<file path="config.mk">
export PLATFORM = sky130hd
export DESIGN_NAME = usb_addr_power_ctl
export DESIGN_NICKNAME = d
export VERILOG_FILES = /design/src/rtl/usb_ctl_pkg.sv /design/src/rtl/usb_addr_power_ctl.sv /design/src/rtl/token_address_match.sv
export VERILOG_INCLUDE_DIRS = /design/src /design/src/rtl
export SDC_FILE = /design/constraint.sdc
export NUM_CORES = 1
export LEC_CHECK = 0
export ABC_AREA = 1
export BUFFER_PORTS_ARGS = -buffer_cell sky130_fd_sc_hd__buf_2
export CAP_MARGIN = 5
export CORE_UTILIZATION = 35
export CTS_BUF_LIST = sky130_fd_sc_hd__clkbuf_2
export DETAILED_ROUTE_END_ITERATION = 7
export PLACE_DENSITY = 0.78
export SLEW_MARGIN = 20
export SYNTH_ARGS = -nofsm -noshare
export SYNTH_HDL_FRONTEND = slang
export SYNTH_SLANG_ARGS = --single-unit
</file>
<file path="constraint.sdc">
create_clock -name pclk -period 2.7 [get_ports pclk]
set_input_delay 0.27 -clock pclk [delete_from_list [all_inputs] [get_ports pclk]]
set_output_delay 0.27 -clock pclk [all_outputs]
set_load 0.01 [all_outputs]
</file>
<file path="src/rtl/usb_ctl_defs.svh">
/*
  Constants of the USB address and power control slice: register indices,
  field positions, reset values and reserved read-back values.
  Assumes inclusion by bare name from the design files and the bench.
*/
`ifndef USB_CTL_DEFS_SVH
`define USB_CTL_DEFS_SVH

// ************************************************
// Register indices, byte address is four times
// ************************************************
`define FADDR_IDX 12'h000
`define POWER_IDX 12'h001
`define BYTES_PER_REG 12'h004

// ************************************************
// Field positions
// ************************************************
`define ADDR_MSB 6
`define PWR_ISO_UPDATE 7
`define PWR_CONNECT 6
`define PWR_RESET 3
`define PWR_RESUME 2
`define PWR_SUSPEND 1
`define PWR_POWER_DOWN 0

// ************************************************
// Reset and reserved values
// ************************************************
`define FADDR_RESET 7'h00
`define POWER_RESET 8'h20
`define HOST_RSVD_VALUE 4'h2
`define DEV_RSVD_VALUE 2'h2

`endif

</file>
<file path="src/rtl/usb_ctl_pkg.sv">
/*
  Types shared by the USB address and power control slice.
  Assumes nothing of its surroundings.
*/
package usb_ctl_pkg;

  // Which register an APB address selects
  typedef enum logic [1:0] {
    SEL_ADDR  = 2'b00,
    SEL_POWER = 2'b01,
    SEL_NONE  = 2'b10
  } reg_sel_e;

endpackage

</file>
<file path="src/rtl/usb_addr_power_ctl.sv">
/*
  APB register slice of a USB host-or-device controller: the function
  address register and the power control register, with the bus reset,
  resume, suspend, transceiver power-down and line driver controls.
  Assumes an APB master on pclk, a mode input from the controller's mode
  logic and one-cycle event pulses from the link and interrupt logic.
*/
// Contract
// - Reset leaves device mode register values.
// - Address register: 7-bit field, bit 7 zero.
// - Match stored address against incoming tokens in device mode.
// - Power register resets 0x20; host upper nibble 0x2.
// - Power fields depend on active mode.
// - Host bit 3 starts and stops bus reset.
// - Host bit 2 drives resume signalling.
// - Host bit 1 is write-one-to-set suspend.
// - Bit 0 one powers transceiver down.
// - Device bit 6 enables line drivers.
// - Device suspend flag clears on read or resume.
`timescale 1ns/1ns
`include "usb_ctl_defs.svh"

module usb_addr_power_ctl
  import usb_ctl_pkg::*;
#(
  parameter int PADDR_W = 12,
  parameter int ADDR_W = 7
) (
  input wire logic pclk,
  input wire logic presetn,
  input wire logic psel,
  input wire logic penable,
  input wire logic pwrite,
  input wire logic [PADDR_W-1:0] paddr,
  input wire logic [31:0] pwdata,
  output logic [31:0] prdata,
  output logic pready,
  output logic pslverr,
  input wire logic host_mode,
  input wire logic bus_reset_seen,
  input wire logic suspend_detect,
  input wire logic int_reg_read,
  input wire logic token_valid,
  input wire logic [ADDR_W-1:0] token_address,
  output logic token_match,
  output logic bus_reset_drive,
  output logic resume_drive,
  output logic suspend_drive,
  output logic transceiver_power_down,
  output logic line_drive_enable,
  output logic iso_update
);

  // ************************************************
  // Address decode
  // ************************************************
  localparam logic [PADDR_W-1:0] FADDR_BYTE = PADDR_W'(`FADDR_IDX * `BYTES_PER_REG);
  localparam logic [PADDR_W-1:0] POWER_BYTE = PADDR_W'(`POWER_IDX * `BYTES_PER_REG);

  reg_sel_e sel; // Register picked by the current address
  logic wr_en; // Write completes at this edge
  logic setup; // First cycle of a transfer

  // Decode is purely from paddr, stable for the whole transfer
  always_comb begin
    if (paddr == FADDR_BYTE) begin
      sel = SEL_ADDR;
    end else if (paddr == POWER_BYTE) begin
      sel = SEL_POWER;
    end else begin
      sel = SEL_NONE;
    end
    setup = psel && !penable;
    wr_en = psel && penable && pwrite;
  end

  // Zero wait state slave; unmapped addresses answer with an error
  always_comb begin
    pready = 1'b1;
    pslverr = psel && penable && (sel == SEL_NONE);
  end

  // ************************************************
  // Register state
  // ************************************************
  logic [ADDR_W-1:0] function_address_field; // Stored function address
  logic iso_bit; // Isochronous update, device layout
  logic connect_bit; // Line driver connect, device layout
  logic reset_bit; // Bus reset signalling, host layout
  logic resume_bit; // Resume signalling, both layouts
  logic suspend_active; // Suspend state, both layouts
  logic power_down_bit; // Transceiver power-down, sticky
  // Named once at full width so each flop takes its own bit of the reset value
  localparam logic [7:0] POWER_RESET_VALUE = `POWER_RESET;
  logic [ADDR_W-1:0] next_function_address_field;
  logic next_iso_bit;
  logic next_connect_bit;
  logic next_reset_bit;
  logic next_resume_bit;
  logic next_suspend_active;
  logic next_power_down_bit;
  logic pwr_wr; // Write to the power register
  logic resume_set; // Software sets the resume bit
  logic suspend_set; // Any source that enters suspend
  logic suspend_clr; // Any source that leaves suspend

  // Next state of every control bit; mode picks the field meaning
  always_comb begin
    next_function_address_field = function_address_field;
    next_iso_bit = iso_bit;
    next_connect_bit = connect_bit;
    next_reset_bit = reset_bit;
    next_resume_bit = resume_bit;
    next_power_down_bit = power_down_bit;
    pwr_wr = wr_en && (sel == SEL_POWER);
    resume_set = pwr_wr && pwdata[`PWR_RESUME];
    // Address is writable in either mode; software owns when to load it
    if (wr_en && (sel == SEL_ADDR)) begin
      next_function_address_field = pwdata[`ADDR_MSB:0];
    end
    if (pwr_wr) begin
      next_resume_bit = pwdata[`PWR_RESUME];
      if (host_mode) begin
        // Host layout: bit 3 steers bus reset, upper bits ignored
        next_reset_bit = pwdata[`PWR_RESET];
      end else begin
        // Device layout: bit 3 is status only, bits 7 and 6 writable
        next_iso_bit = pwdata[`PWR_ISO_UPDATE];
        next_connect_bit = pwdata[`PWR_CONNECT];
      end
      // Writing zero leaves power-down alone; only reset undoes it
      if (pwdata[`PWR_POWER_DOWN]) begin
        next_power_down_bit = 1'b1;
      end
    end
    // Suspend is entered by software in host mode, by the link otherwise
    suspend_set = host_mode ? (pwr_wr && pwdata[`PWR_SUSPEND]) : suspend_detect;
    suspend_clr = resume_set || (!host_mode && int_reg_read);
    // An entry in the same cycle as a clear wins, so no event is lost
    if (suspend_set) begin
      next_suspend_active = 1'b1;
    end else if (suspend_clr) begin
      next_suspend_active = 1'b0;
    end else begin
      next_suspend_active = suspend_active;
    end
  end

  // Register update; reset values are those of the device layout
  always_ff @(posedge pclk or negedge presetn) begin
    if (!presetn) begin
      function_address_field <= `FADDR_RESET;
      iso_bit <= POWER_RESET_VALUE[`PWR_ISO_UPDATE];
      connect_bit <= POWER_RESET_VALUE[`PWR_CONNECT];
      reset_bit <= 1'b0;
      resume_bit <= 1'b0;
      suspend_active <= 1'b0;
      power_down_bit <= 1'b0;
    end else begin
      function_address_field <= next_function_address_field;
      iso_bit <= next_iso_bit;
      connect_bit <= next_connect_bit;
      reset_bit <= next_reset_bit;
      resume_bit <= next_resume_bit;
      suspend_active <= next_suspend_active;
      power_down_bit <= next_power_down_bit;
    end
  end

  // ************************************************
  // Read path
  // ************************************************
  logic [31:0] next_prdata; // Read data captured in the setup cycle
  logic [7:0] power_view; // Power register as software sees it

  // Read view follows the mode; upper word bits always read zero
  always_comb begin
    if (host_mode) begin
      power_view = {`HOST_RSVD_VALUE, reset_bit, resume_bit, suspend_active,
                    power_down_bit};
    end else begin
      power_view = {iso_bit, connect_bit, `DEV_RSVD_VALUE, bus_reset_seen, resume_bit,
                    suspend_active, power_down_bit};
    end
    next_prdata = prdata;
    if (setup && !pwrite) begin
      case (sel)
        SEL_ADDR: begin
          next_prdata = {24'h000000, 1'b0, function_address_field};
        end
        SEL_POWER: begin
          next_prdata = {24'h000000, power_view};
        end
        default: begin
          next_prdata = 32'h00000000;
        end
      endcase
    end
  end

  // Data sampled one cycle early so it comes from a flip-flop
  always_ff @(posedge pclk or negedge presetn) begin
    if (!presetn) begin
      prdata <= 32'h00000000;
    end else begin
      prdata <= next_prdata;
    end
  end

  // ************************************************
  // Link side outputs
  // ************************************************
  // Host-only controls are masked in device mode so a stale bit cannot drive
  always_comb begin
    bus_reset_drive = host_mode && reset_bit;
    resume_drive = resume_bit;
    suspend_drive = host_mode && suspend_active;
    transceiver_power_down = power_down_bit;
    line_drive_enable = host_mode || connect_bit;
    iso_update = !host_mode && iso_bit;
  end

  // Token address compare lives in its own module
  token_address_match #(
    .ADDR_W(ADDR_W)
  ) u_match (
    .pclk(pclk),
    .presetn(presetn),
    .enable(!host_mode),
    .function_address(function_address_field),
    .token_valid(token_valid),
    .token_address(token_address),
    .token_match(token_match)
  );
endmodule

</file>
<file path="src/rtl/token_address_match.sv">
/*
  Compares the address field of each incoming token against the stored
  function address and flags a token meant for this function.
  Assumes token strobes are synchronous to pclk, one cycle each.
*/
`timescale 1ns/1ns
`include "usb_ctl_defs.svh"

module token_address_match #(
  parameter int ADDR_W = 7
) (
  input wire logic pclk,
  input wire logic presetn,
  input wire logic enable,
  input wire logic [ADDR_W-1:0] function_address,
  input wire logic token_valid,
  input wire logic [ADDR_W-1:0] token_address,
  output logic token_match
);

  // ************************************************
  // Compare and register
  // ************************************************
  logic next_token_match; // Match result for this token

  // Only in device mode is an address compared at all
  always_comb begin
    next_token_match = enable && token_valid && (token_address == function_address);
  end

  // Registered so the match pulse is glitch free
  always_ff @(posedge pclk or negedge presetn) begin
    if (!presetn) begin
      token_match <= 1'b0;
    end else begin
      token_match <= next_token_match;
    end
  end
endmodule

</file>
# Word-level counts from Yosys, hierarchy flattened
# Index checks and enable logic that the tools add are counted.
[classes]
n_bitwise = 1
shifts = 0
div_mod_pow = 0
mul = 0
order_cmp = 0
n_addsub = 0
n_mux = 7
eq_ne = 4
n_reduce_logical = 26
[ops]
columns = ["op", "count"]
rows = [
  ["$pmux 8 s2", 1],
  ["$logic_and 1x1->1", 15],
  ["$eq 12x3->1 const B", 1],
  ["$logic_not 12->1", 1],
  ["$mux 8", 1],
  ["$eq 7x7->1", 1],
  ["$reduce_and 2->1", 3],
  ["$mux 2", 2],
  ["$logic_not 1->1", 3],
  ["$mux 1", 3],
  ["$eq 2x1->1 const B", 1],
  ["$eq 2x2->1 const B", 1],
  ["$logic_not 2->1", 1],
  ["$logic_or 1x1->1", 2],
  ["$reduce_bool 2->1", 1],
  ["$not 1->1", 1],
]
[word_totals]
n_memories = 0
latch_bits = 0
ramBits = 0
in_bits = 61
word_cells = 47
register_bits = 46
output_inout_bits = 41
romBits = 0

# Logic depth before layout (Yosys ltp)
# Gate-level depths: netlist (run 1).
[depth]
depth_word = 9
depth_mapped = 9

# By module
# From an unflattened synthesis (run 1), not the netlist that was laid out.
[hier_totals]
cells_unflattened = 217
hier_area_um2 = 1556.5
[modules_own_cells]
columns = ["mod", "n_inst", "area_each_um2", "cells_per_inst"]
rows = [
  ["usb_addr_power_ctl", 1, 1373.8, 174],
  ["token_address_match", 1, 182.7, 43],
]

# Worst setup path after synthesis (run 1)
# Ideal clock, no wire load.
[synth_path]
path_type = "input-to-reg"
start = "in paddr[11]"
end = "reg function_address_field[3]"
stages = 8
n_path_buf = 1
path_slack_ps = 1534
t_required_ps = 2626
t_arrival_ps = 1092
path_cell_list = "nor2_1 -> nand2_2 -> nor2_8 -> nand2_4 -> nor2_4 -> buf_6 -> nand2_1 -> o21ai_2"
[synth_between]
elab_chain_cells = 5
elab_cells_between_ends = 6
cone_classes = "eq/ne (1); mux (2); reduce/logical (3)"
[synth_rtl]
columns = ["item", "line_no", "text"]
rows = [
  ["start, declared", "usb_addr_power_ctl.sv:34", "input wire logic [PADDR_W-1:0] paddr,"],
  ["$eq 12x3->1", "usb_addr_power_ctl.sv:68", "end else if (paddr == POWER_BYTE) begin"],
  ["$mux 2", "usb_addr_power_ctl.sv:68", ""],
  ["$mux 2 *", "usb_addr_power_ctl.sv:66", "if (paddr == FADDR_BYTE) begin"],
  ["$logic_not 2->1 *", "usb_addr_power_ctl.sv:118", "if (wr_en && (sel == SEL_ADDR)) begin"],
  ["$logic_and 1x1->1 *", "usb_addr_power_ctl.sv:118", ""],
  ["end signal, assigned", "usb_addr_power_ctl.sv:152", "function_address_field <= `FADDR_RESET;"],
  ["end signal, assigned", "usb_addr_power_ctl.sv:160", "function_address_field <= next_function_address_field;"],
  ["end, declared", "usb_addr_power_ctl.sv:86", "logic [ADDR_W-1:0] function_address_field;"],
]
# Mark *: on every way between the ends. The rest lies on a longest branch, timed or not.
# A chain may end at the register's enable or synchronous reset.

# Final worst setup path (run 1)
[layout_path]
start = "in paddr[0]"
end = "out pslverr"
[layout_between]
elab_chain_cells = 5
elab_cells_between_ends = 6
cone_classes = "eq/ne (2); mux (2); reduce/logical (2)"
[layout_rtl]
columns = ["item", "line_no", "text"]
rows = [
  ["$eq 12x3->1", "usb_addr_power_ctl.sv:68", ""],
  ["$mux 2", "usb_addr_power_ctl.sv:68", ""],
  ["$mux 2 *", "usb_addr_power_ctl.sv:66", ""],
  ["$eq 2x2->1 *", "usb_addr_power_ctl.sv:80", "pslverr = psel && penable && (sel == SEL_NONE);"],
  ["$logic_and 1x1->1 *", "usb_addr_power_ctl.sv:80", ""],
  ["end, declared", "usb_addr_power_ctl.sv:38", "output logic pslverr,"],
]
# Marked as above.

==> metrics.md, run 1 <==
| Metric | Value |
|---|---|
| Number of synthesized flops with an enable pin | `0` |
| Die height | `66.4 µm` |
| Hold Fails Final Rpt | `0` |
| Total power | `0.656 mW` |
| I/O pins | `102` |
| Post_cts resized | `0` |
| Die area | `4410 µm²` |
| Crit Path Max Fanout | `6` |
| Placed cells | `296` |
| Status | `finished, final reports clean` |
| Share of cells above drive strength 1 | `27.9%` |
| Async SR Flop Fraction | `100%` |
| Initial Util | `36.3%` |
| Initial antenna violation count | `0` |
| Worst-case clock buffer depth | `2` |
| WP data required | `2.43 ns` |
| Final HPWL from detailed placement | `2.51 mm` |
| Area grow syn2layout | `18.3%` |
| Vias post-DR | `1309` |
| Clk root buf | `clkbuf_2` |
| Synth warn | `0` |
| Max-slew violations | `0` |
| Vias in the first global route | `1153` |
| Crit share post-route | `54.5%` |
| LEAKAGE | `1.06 nW` |
| Fillers | `446` |
| DRT Wirelength | `3.09 mm` |
| Multi-input logic area | `711 µm²` |
| Post-route cell area | `1720 µm²` |
| Pwr Density | `382 nW/µm²` |
| ANT nets after route | `0` |
| CTS tree | `yes` |
| Gr usage total | `14.9%` |
| Die Wd | `66.4 µm` |
| Later-pin clock latency in the skew report | `0.35 ns` |
| Primary FF master, synth | `dfrtp_1` |
| Synth Register Bits | `22` |
| Synthesized area | `1450 µm²` |
| Place WS | `1.23 ns` |
| Row cnt | `23` |
| GRT Residual Overflow | `0` |
| Post-route insts no fill | `301` |
| Sequential cell area | `551 µm²` |
| Critical Path Source Type | `primary input` |
| Post-synthesis instance total | `197` |
| Worst-path clk slew | `0.23 ns` |
| Fmax | `680 MHz` |
| Syn avg cell area | `7.37 µm²` |
| Core Area | `4000 µm²` |
| Vias per cell | `4.35` |
| Total Neg Setup Slack | `0 ns` |
| Endpoints failing setup | `0` |
| Max Cap Viol | `0` |
| Setup bufs post-CTS | `0` |
| Gpl congestion | `0.816` |
| First-pass GRT wire length | `5.01 mm` |
| Pre-Repair DR Iteration Count | `6` |
| Largest net degree at the start of global routing | `23` |
| CTS Buf Count | `3` |
| Placed cell area | `1660 µm²` |
| Fin worst setup slack | `1.23 ns` |
| Crit. End Element | `output port` |
| Setup CP Type | `in2out` |
| Layout Nets | `313` |
| PortBufs | `52` |
| Initial DRC Count | `64` |
| RSZ-0062 raised after global routing | `false` |
| IR drop worst, VDD | `0.000167 V` |
| Clk sinks | `22` |
| Cell variety after synth | `29` |
| Min cycle time layout | `1.47 ns` |
| Worst clock skew | `0.0263 ns` |
| DRC viols | `0` |
| Register area share after synthesis | `37.9%` |
| Critical path arrival | `1.20 ns` |
| Drt wl/cell | `10.3 µm` |
| Antenna fix cells | `0` |
| Hold WC Path Type | `in2reg` |
| CTS H-tree depth | `1` |
==> flip-flops by register name, summed over array words and instances (netlist names) <==
signal / cells
prdata: 8
resume_drive: 1
connect_bit: 1
u_match.token_match: 1
transceiver_power_down: 1
iso_bit: 1
suspend_active: 1
function_address_field: 7
reset_bit: 1
==> worst max-delay path, stage by stage <==
cell,delay [ns]
buf_2,0.09
inv_1,0.05
nand2_1,0.10
nor3_4,0.29
nand2_4,0.12
nand2_1,0.11
nor2_1,0.05
buf_2,0.13
==> path summary, 6_finish.rpt <==
kind / from / endpoint / slack (ns) / cells after the start
max in group asynchronous: presetn / reset_bit / 1.96 / 2
min reg2reg: prdata[5] / prdata[5] / 0.50 / 2
max reg2reg: function_address_field[0] / u_match.token_match / 1.58 / 4
min in group asynchronous: presetn / prdata[3] / 0.37 / 2
min: pwdata[0] / transceiver_power_down / 0.12 / 2
max: paddr[0] / pslverr / 1.23 / 8
==> Yosys cell counts, types with 2 or more instances <==
library cell	count	area [µm²]
nor2_4	2	22.5
nand3_1	9	45.0
nand2_2	2	12.5
o21ai_1	2	10.0
o21ai_0	6	30.0
o21ai_2	3	26.3
nand2_1	71	267
conb_1	2	7.51
dfrtp_1	22	551
inv_1	20	75.1
nor2_2	3	18.8
nand4_1	3	18.8
nor2_1	12	45.0
buf_4	25	188
==> metrics by stage <==
step / hold WS [ns] / utilization [%]
floorplan: -0.0256 / -
global placement: 0.262 / 41.6
detailed placement: 0.267 / 41.6
CTS: 0.122 / 42.9
global route: 0.0954 / 42.9
finish: 0.118 / 42.9
==> placed cells by master (no fill, tap or decap), types with 3 or more instances in the layout <==
master	count
nand2_1	71
buf_2	52
conb_1	25
dfrtp_1	22
inv_1	20
nor2_1	12
nand3_1	9
o21ai_0	6
nor2_2	3
nand4_1	3
o21ai_2	3
clkbuf_2	3
==> where the power goes <==
part / internal (mW) / total, mW / switching [mW]
logic: 0.0320 / 0.0895 / 0.0575
clock network: 0.128 / 0.232 / 0.104
registers: 0.332 / 0.334 / 0.00214
total: 0.492 / 0.656 / 0.164
==> area by class of cell <==
type	instances	area share (%)
Multi-Input combinational cell	151	41.4
Sequential cell	22	32.0
Timing Repair Buffer	53	15.7
Inverter	21	4.59
Tap cell	50	3.64
Clock inverter	1	1.75
Clock buffer	3	0.874
==> kinds of logic after synthesis <==
logic type	Yosys count	synth area share [%]
other cells	2	0.517
simple gates	107	33.8
flops	22	37.9
buf+inv	47	19.1
xor+xnor	2	1.21
compound gates	17	7.49
==> what timing repair did <==
| action | in CTS | in global routing |
|---|---|---|
| endpoints found under the setup margin | 0 | 0 |
| hold buffers | 1 | 0 |
| hold endpoints to repair | 22 | 0 |
==> layer usage <==
metal  up-vias  wire [µm]  track usage [%]  share of wire, %
met4         0         28             3.46              0.91
met3         5        201             2.76               6.5
li1        664          -                -                 -
met5         -          0                0                 0
met2        49       1510             26.5                49
met1       591       1350             18.5                44
(Power assumes the default switching activity.)
==> inputs of run 2 (changes only) <==
--- a/config.mk
+++ b/config.mk
@@ -12,7 +12,7 @@
 export CORE_UTILIZATION = 35
 export CTS_BUF_LIST = sky130_fd_sc_hd__clkbuf_2
 export DETAILED_ROUTE_END_ITERATION = 7
-export PLACE_DENSITY = 0.78
+export PLACE_DENSITY = 0.81
 export SLEW_MARGIN = 20
 export SYNTH_ARGS = -nofsm -noshare
 export SYNTH_HDL_FRONTEND = slang
==> constraint.sdc (replaced) <==
create_clock -name pclk -period 1.35 [get_ports pclk]
set_input_delay 0.135 -clock pclk [delete_from_list [all_inputs] [get_ports pclk]]
set_output_delay 0.135 -clock pclk [all_outputs]
set_load 0.01 [all_outputs]
==> run 2 against run 1 <==
Against the previous run: via count up 0.69%; critical path depth down 5; die area unchanged; setup slack worse by 1.1 ns; sequential power up 100%; combinational power up 120%; non-clock buffer count up 10; routed wire length up 1.6%; clock skew down 0.018 ns; sequential share of layout area down 1.6 points.
==> metrics.md, run 2 (same netlist as run 1, synthesis figures left out) <==
| Metric | Value |
|---|---|
| IR drop worst, VDD | `0.000739 V` |
| Crit Path Max Fanout | `2` |
| Final HPWL from detailed placement | `2.54 mm` |
| Area grow syn2layout | `24.5%` |
| Post_cts resized | `0` |
| Reg-to-Reg Start | `function_address_field[0]` |
| PortBufs | `52` |
| Endpoints failing setup | `0` |
| Crit share post-route | `87.4%` |
| Largest net degree at the start of global routing | `23` |
| Switch Pwr | `0.329 mW` |
| Min cycle time layout | `1.18 ns` |
| Hold Fails Final Rpt | `0` |
| Die Wd | `66.4 µm` |
| RSZ-0062 raised after global routing | `false` |
| LEAKAGE | `1.11 nW` |
| Hold Startpoint | `pwdata[7]` |
| Pwr Density | `735 nW/µm²` |
| Clk sinks | `22` |
| Worst reg2reg endpoint | `u_match.token_match` |
| Largest register FFs | `8` |
| Share of cells above drive strength 1 | `28.4%` |
| Antenna fix cells | `0` |
| Clock share of power | `35.0%` |
| First-pass GRT wire length | `5.06 mm` |
| Gr usage total | `15.2%` |
| DRT Wirelength | `3.14 mm` |
| Gpl congestion | `0.876` |
| CTS tree | `yes` |
| Register-to-register setup slack | `0.26 ns` |
| Commonest cells after routing, fill and taps aside | `nand2_1, buf_2, conb_1` |
| Fillers | `421` |
| Worst-case clock buffer depth | `2` |
| ANT nets after route | `0` |
| Total power | `1.33 mW` |
| Biggest register | `prdata` |
| Largest registers | `prdata x8, function_address_field x7` |
| WP data required | `1.22 ns` |
| Worst-path clk slew | `0.20 ns` |
| Drt wl/cell | `10.1 µm` |
| Later-pin clock latency in the skew report | `0.34 ns` |
| Int Pwr | `0.999 mW` |
| Setup bufs post-CTS | `0` |
| Hold endpoint | `iso_bit` |
| Hold Crit Depth | `3` |
| Fmax | `847 MHz` |
| GRT Residual Overflow | `0` |
| Reg2reg path depth | `4` |
| Die area | `4410 µm²` |
| Clk root buf | `clkbuf_2` |
| CTS Hold Bufs | `6` |
| DRC viols | `0` |
| Row cnt | `23` |
| Critical Path Source Type | `register` |
| Register share of total power | `50.3%` |
| Crit. End Element | `output port` |
| Vias post-DR | `1318` |
| Vias in the first global route | `1187` |
| CTS Buf Count | `3` |
| Initial Util | `36.3%` |
| CTS H-tree depth | `1` |
| Initial antenna violation count | `0` |
| Die height | `66.4 µm` |
| Hold WC Path Type | `in2reg` |
| Initial DRC Count | `44` |
| Setup CP Type | `reg2out` |
| Comb power frac | `14.8%` |
| Critical path arrival | `1.04 ns` |
| Status | `finished, final reports clean` |
| Max Cap Viol | `0` |
| I/O pins | `102` |
| Max-slew violations | `0` |
| Switching share of total power | `24.8%` |
| Pre-Repair DR Iteration Count | `6` |
| Vias per cell | `4.24` |
| Worst clock skew | `0.00843 ns` |
| Total Neg Setup Slack | `0 ns` |
| Most common cell after layout, fill and taps aside | `nand2_1` |
| Core Area | `4000 µm²` |
| Layout Nets | `323` |
run 2: layout make-up:
| type | instances | area [µm²] | share of cell area, % |
|---|---|---|---|
| multi-input combinational | 151 | 711 | 39.3 |
| sequential | 22 | 551 | 30.4 |
| timing repair buffer | 63 | 360 | 19.9 |
| inverter | 21 | 78.8 | 4.36 |
| tap | 50 | 62.6 | 3.46 |
| clock inverter | 1 | 30.0 | 1.66 |
| clock buffer | 3 | 15.0 | 0.830 |
run 2: worst max path at each step:
stage	startpoint	endpoint
CTS	iso_bit	iso_update
global route	suspend_active	suspend_drive
global placement	paddr[11]	function_address_field[0]
finish	iso_bit	iso_update
detailed placement	paddr[11]	function_address_field[4]
floorplan	paddr[11]	function_address_field[3]
run 2: per-layer routing:
metal	wire, µm	GRT usage [%]	vias to the layer above
li1	-	-	688
met1	1410	17.5	576
met2	1510	27.3	52
met3	210	4.66	2
met4	11	3.19	0
met5	0	0	-
run 2: power groups by stage:
stage / Sequential [mW] / Combinational, mW / Clock [mW]
6_report: 0.667 / 0.196 / 0.464
4_1_cts: 0.668 / 0.196 / 0.476
3_3_place_gp: 0.679 / 0.177 / 0
5_1_grt: 0.669 / 0.223 / 0.504
2_1_floorplan: 0.678 / 0.140 / 0
3_5_place_dp: 0.679 / 0.182 / 0
run 2: worst max-delay path: stages, from the launching register on:
cell and delay [ns]:
dfrtp_1 0.43, nand2_1 0.11, inv_1 0.05, buf_2 0.13
run 2: stage by stage:
stage | cell area (µm²) | util, % | std cells | setup WS, ns | hold WS, ns
2_1_floorplan | 1540 | - | 220 | 0.319 | -0.161
3_3_place_gp | 1690 | 42.3 | 300 | 0.131 | 0.121
3_5_place_dp | 1690 | 42.3 | 300 | 0.0681 | 0.137
4_1_cts | 1800 | 44.9 | 310 | 0.162 | 0.00406
5_1_grt | 1810 | 45.2 | 311 | 0.103 | 0.00472
6_report | 1810 | 45.2 | 311 | 0.170 | 0.0143
==> inputs of run 3 (changes only) <==
--- a/config.mk
+++ b/config.mk
@@ -6,13 +6,13 @@
 export SDC_FILE = /design/constraint.sdc
 export NUM_CORES = 1
 export LEC_CHECK = 0
-export ABC_AREA = 1
 export BUFFER_PORTS_ARGS = -buffer_cell sky130_fd_sc_hd__buf_2
 export CAP_MARGIN = 5
 export CORE_UTILIZATION = 35
 export CTS_BUF_LIST = sky130_fd_sc_hd__clkbuf_2
 export DETAILED_ROUTE_END_ITERATION = 7
-export PLACE_DENSITY = 0.81
+export GPL_TIMING_DRIVEN = 0
+export PLACE_DENSITY = 0.83
 export SLEW_MARGIN = 20
 export SYNTH_ARGS = -nofsm -noshare
 export SYNTH_HDL_FRONTEND = slang
==> run 3 against run 2 <==
Against the previous run: the flow now finishes with violations (negative setup slack); core utilization grew 10 points; synthesized area decreased by 10%; cell count decreased by 17%; clock skew up 0.013 ns; fmax decreased by 20%; critical endpoint is now pslverr; highest routed layer unchanged.
==> metrics.md, run 3 <==
| Metric | Value |
|---|---|
| Status | `finished, violations left` |
| Violated checks | `negative setup slack` |
| Vias per cell | `4.10` |
| Pwr Density | `720 nW/µm²` |
| Gr usage total | `14.7%` |
| Worst-case clock buffer depth | `2` |
| Worst-margin pin slew | `0.558 ns` |
| Antenna fix cells | `0` |
| Total power | `1.37 mW` |
| Hold Fails Final Rpt | `0` |
| RSZ-0062 raised after global routing | `true` |
| Final Core Density | `55.3%` |
| Pre-Repair DR Iteration Count | `4` |
| Fillers | `320` |
| Die height | `63.0 µm` |
| Setup CP Type | `in2out` |
| Initial antenna violation count | `0` |
| Die Wd | `63.0 µm` |
| Initial Util | `37.8%` |
| Critical Path Source Type | `primary input` |
| Most used cell, CP | `buf_6` |
| Async SR Flop Fraction | `100%` |
| WP data required | `1.22 ns` |
| Cell with the most instances after synthesis | `buf_4` |
| Most common cell after layout, fill and taps aside | `buf_2` |
| Clk root buf | `clkbuf_2` |
| Clk sinks | `22` |
| PortBufs | `52` |
| Place WS | `-0.442 ns` |
| Layout Nets | `274` |
| Worst clock skew | `0.0212 ns` |
| Commonest cells after routing, fill and taps aside | `buf_2, buf_4, conb_1` |
| Post-route cell area | `1900 µm²` |
| DRC viols | `0` |
| Number of buffer and inverter stages on the critical path | `2` |
| I/O pins | `102` |
| Fmax | `676 MHz` |
| Max Cap Viol | `0` |
| Worst-path clk slew | `0.19 ns` |
| Yosys top cell area share | `42.3%` |
| Initial DRC Count | `19` |
| Min cycle time layout | `1.48 ns` |
| Max-slew violations | `0` |
| Crit. End Element | `output port` |
| Gpl congestion | `0.743` |
| CTS Buf Count | `3` |
| Fin worst setup slack | `-0.128 ns` |
| Synthesized area | `1300 µm²` |
| IR drop worst, VDD | `0.000527 V` |
| Vias post-DR | `1057` |
| First-pass GRT wire length | `4.58 mm` |
| Largest register FFs | `8` |
| Slew margin rel. | `62.8%` |
| Max stage delay cell, worst path | `or4_4` |
| CTS H-tree depth | `1` |
| Cell variety after synth | `32` |
| Largest cells by area after synthesis | `dfrtp_1, buf_4, mux2_2, o31ai_1, mux2i_1` |
| Critical path arrival | `1.34 ns` |
| Core Area | `3440 µm²` |
| Synth Register Bits | `22` |
| Later-pin clock latency in the skew report | `0.33 ns` |
| Primary FF master, synth | `dfrtp_1` |
| Vias in the first global route | `1025` |
| Largest net degree at the start of global routing | `23` |
| Area grow syn2layout | `46.0%` |
| Crit share post-route | `109%` |
| Synth warn | `0` |
| Biggest register | `prdata` |
| Share of cells above drive strength 1 | `50.9%` |
| DRT Wirelength | `2.85 mm` |
| Register area share after synthesis | `42.3%` |
| Row cnt | `21` |
| Die area | `3970 µm²` |
| Endpoints failing setup | `10` |
| Slowest Stage Delay on Critical Path | `0.51 ns` |
| Crit path max-delay family | `simple AND/OR/NAND/NOR gates` |
| Syn avg cell area | `10.3 µm²` |
| LEAKAGE | `1.07 nW` |
| Total Neg Setup Slack | `-0.705 ns` |
| Crit Path Max Fanout | `2` |
| Number of synthesized flops with an enable pin | `0` |
| Post-synthesis instance total | `126` |
| Drt wl/cell | `11.0 µm` |
| CP cell instances | `buf_6, or4_4, and2b_2, nand2_4, and3_4, buf_6` |
| GRT Residual Overflow | `0` |
| ANT nets after route | `0` |
| Placed cell area | `1730 µm²` |
| CTS tree | `yes` |
| Commonest cells in the netlist | `buf_4, dfrtp_1, nand2_1` |
| Post-synth top area cell | `dfrtp_1` |
| Hold WC Path Type | `in2reg` |
| Largest registers | `prdata x8, function_address_field x7` |
-- run 3: cell types whose count changed in the layout (fill, tap and decap cells not counted), moves of 5 or more --
cell,change
mux2i_1,+5
inv_1,-18
buf_6,+6
o31ai_1,+6
nor2_1,-9
nand3_1,-8
mux2_2,+8
nand2_1,-59
buf_4,+25
-- run 3: power breakdown --
group | switching (mW) | internal, mW | total [mW]
Clock | 0.196 | 0.256 | 0.452
Combinational | 0.118 | 0.132 | 0.250
Sequential | 0.00305 | 0.664 | 0.667
-- run 3: path summary, 6_finish.rpt --
check                                           from                   endpoint  slack [ns]  cells after the start
min                                        pwdata[0]     transceiver_power_down        0.03                      2
max in group asynchronous                    presetn  function_address_field[5]        0.75                      2
min in group asynchronous                    presetn                  prdata[7]        0.25                      2
max                                         paddr[3]                    pslverr       -0.13                      6
max reg2reg                function_address_field[3]        u_match.token_match        0.32                      3
min reg2reg                                prdata[5]                  prdata[5]        0.50                      2
-- run 3: area by class of cell --
type | instances | area (µm²) | area share (%)
Multi-Input combinational cell | 96 | 678 | 35.7
Sequential cell | 22 | 551 | 28.9
Timing Repair Buffer | 59 | 349 | 18.4
Buffer | 29 | 214 | 11.3
Tap cell | 46 | 57.6 | 3.03
Clock inverter | 1 | 30.0 | 1.58
Clock buffer | 3 | 15.0 | 0.789
Inverter | 2 | 7.51 | 0.395
-- run 3: logic make-up (layout without fill, tap and decap cells) --
kind of cell	Yosys count	in the layout	share of synthesized area, %
flip-flops	22	22	42.3
AND/OR/NAND/NOR	35	35	15.1
buffers and inverters	31	94	16.7
XOR/XNOR	7	7	4.71
other	2	25	0.577
AO/OA/AOI/OAI	13	13	7.30
multiplexers	16	16	13.4
-- run 3: stage by stage --
step	cells	hold WS, ns
3_3_place_gp	247	0.117
2_1_floorplan	149	-0.161
3_5_place_dp	247	0.122
5_1_grt	258	0.00376
6_report	258	0.0283
4_1_cts	255	0.0116
-- run 3: worst reg2reg max path, cell delays in order, from the launching register on --
cell	delay, ns
dfrtp_1	0.45
xnor2_1	0.19
nand3b_1	0.10
nor4_1	0.21
-- run 3: per-layer routing --
| layer | GRT usage (%) | up-vias | part of all wire, % | wire length, µm |
|---|---|---|---|---|
| li1 | - | 550 | - | - |
| met1 | 18.0 | 472 | 44 | 1260 |
| met2 | 25.1 | 33 | 50 | 1440 |
| met3 | 2.92 | 2 | 4.8 | 138 |
| met4 | 5.23 | 0 | 0.49 | 14 |
| met5 | 0 | - | 0 | 0 |
-- run 3: repair_timing --
item	4_1_cts	5_1_grt
gates resized for setup	5	7
hold buffers	2	1
buffers inserted	2	3
pin swaps	2	2
setup endpoints to repair	3	11
gates cloned	0	0
endpoints found under the hold margin	23	1
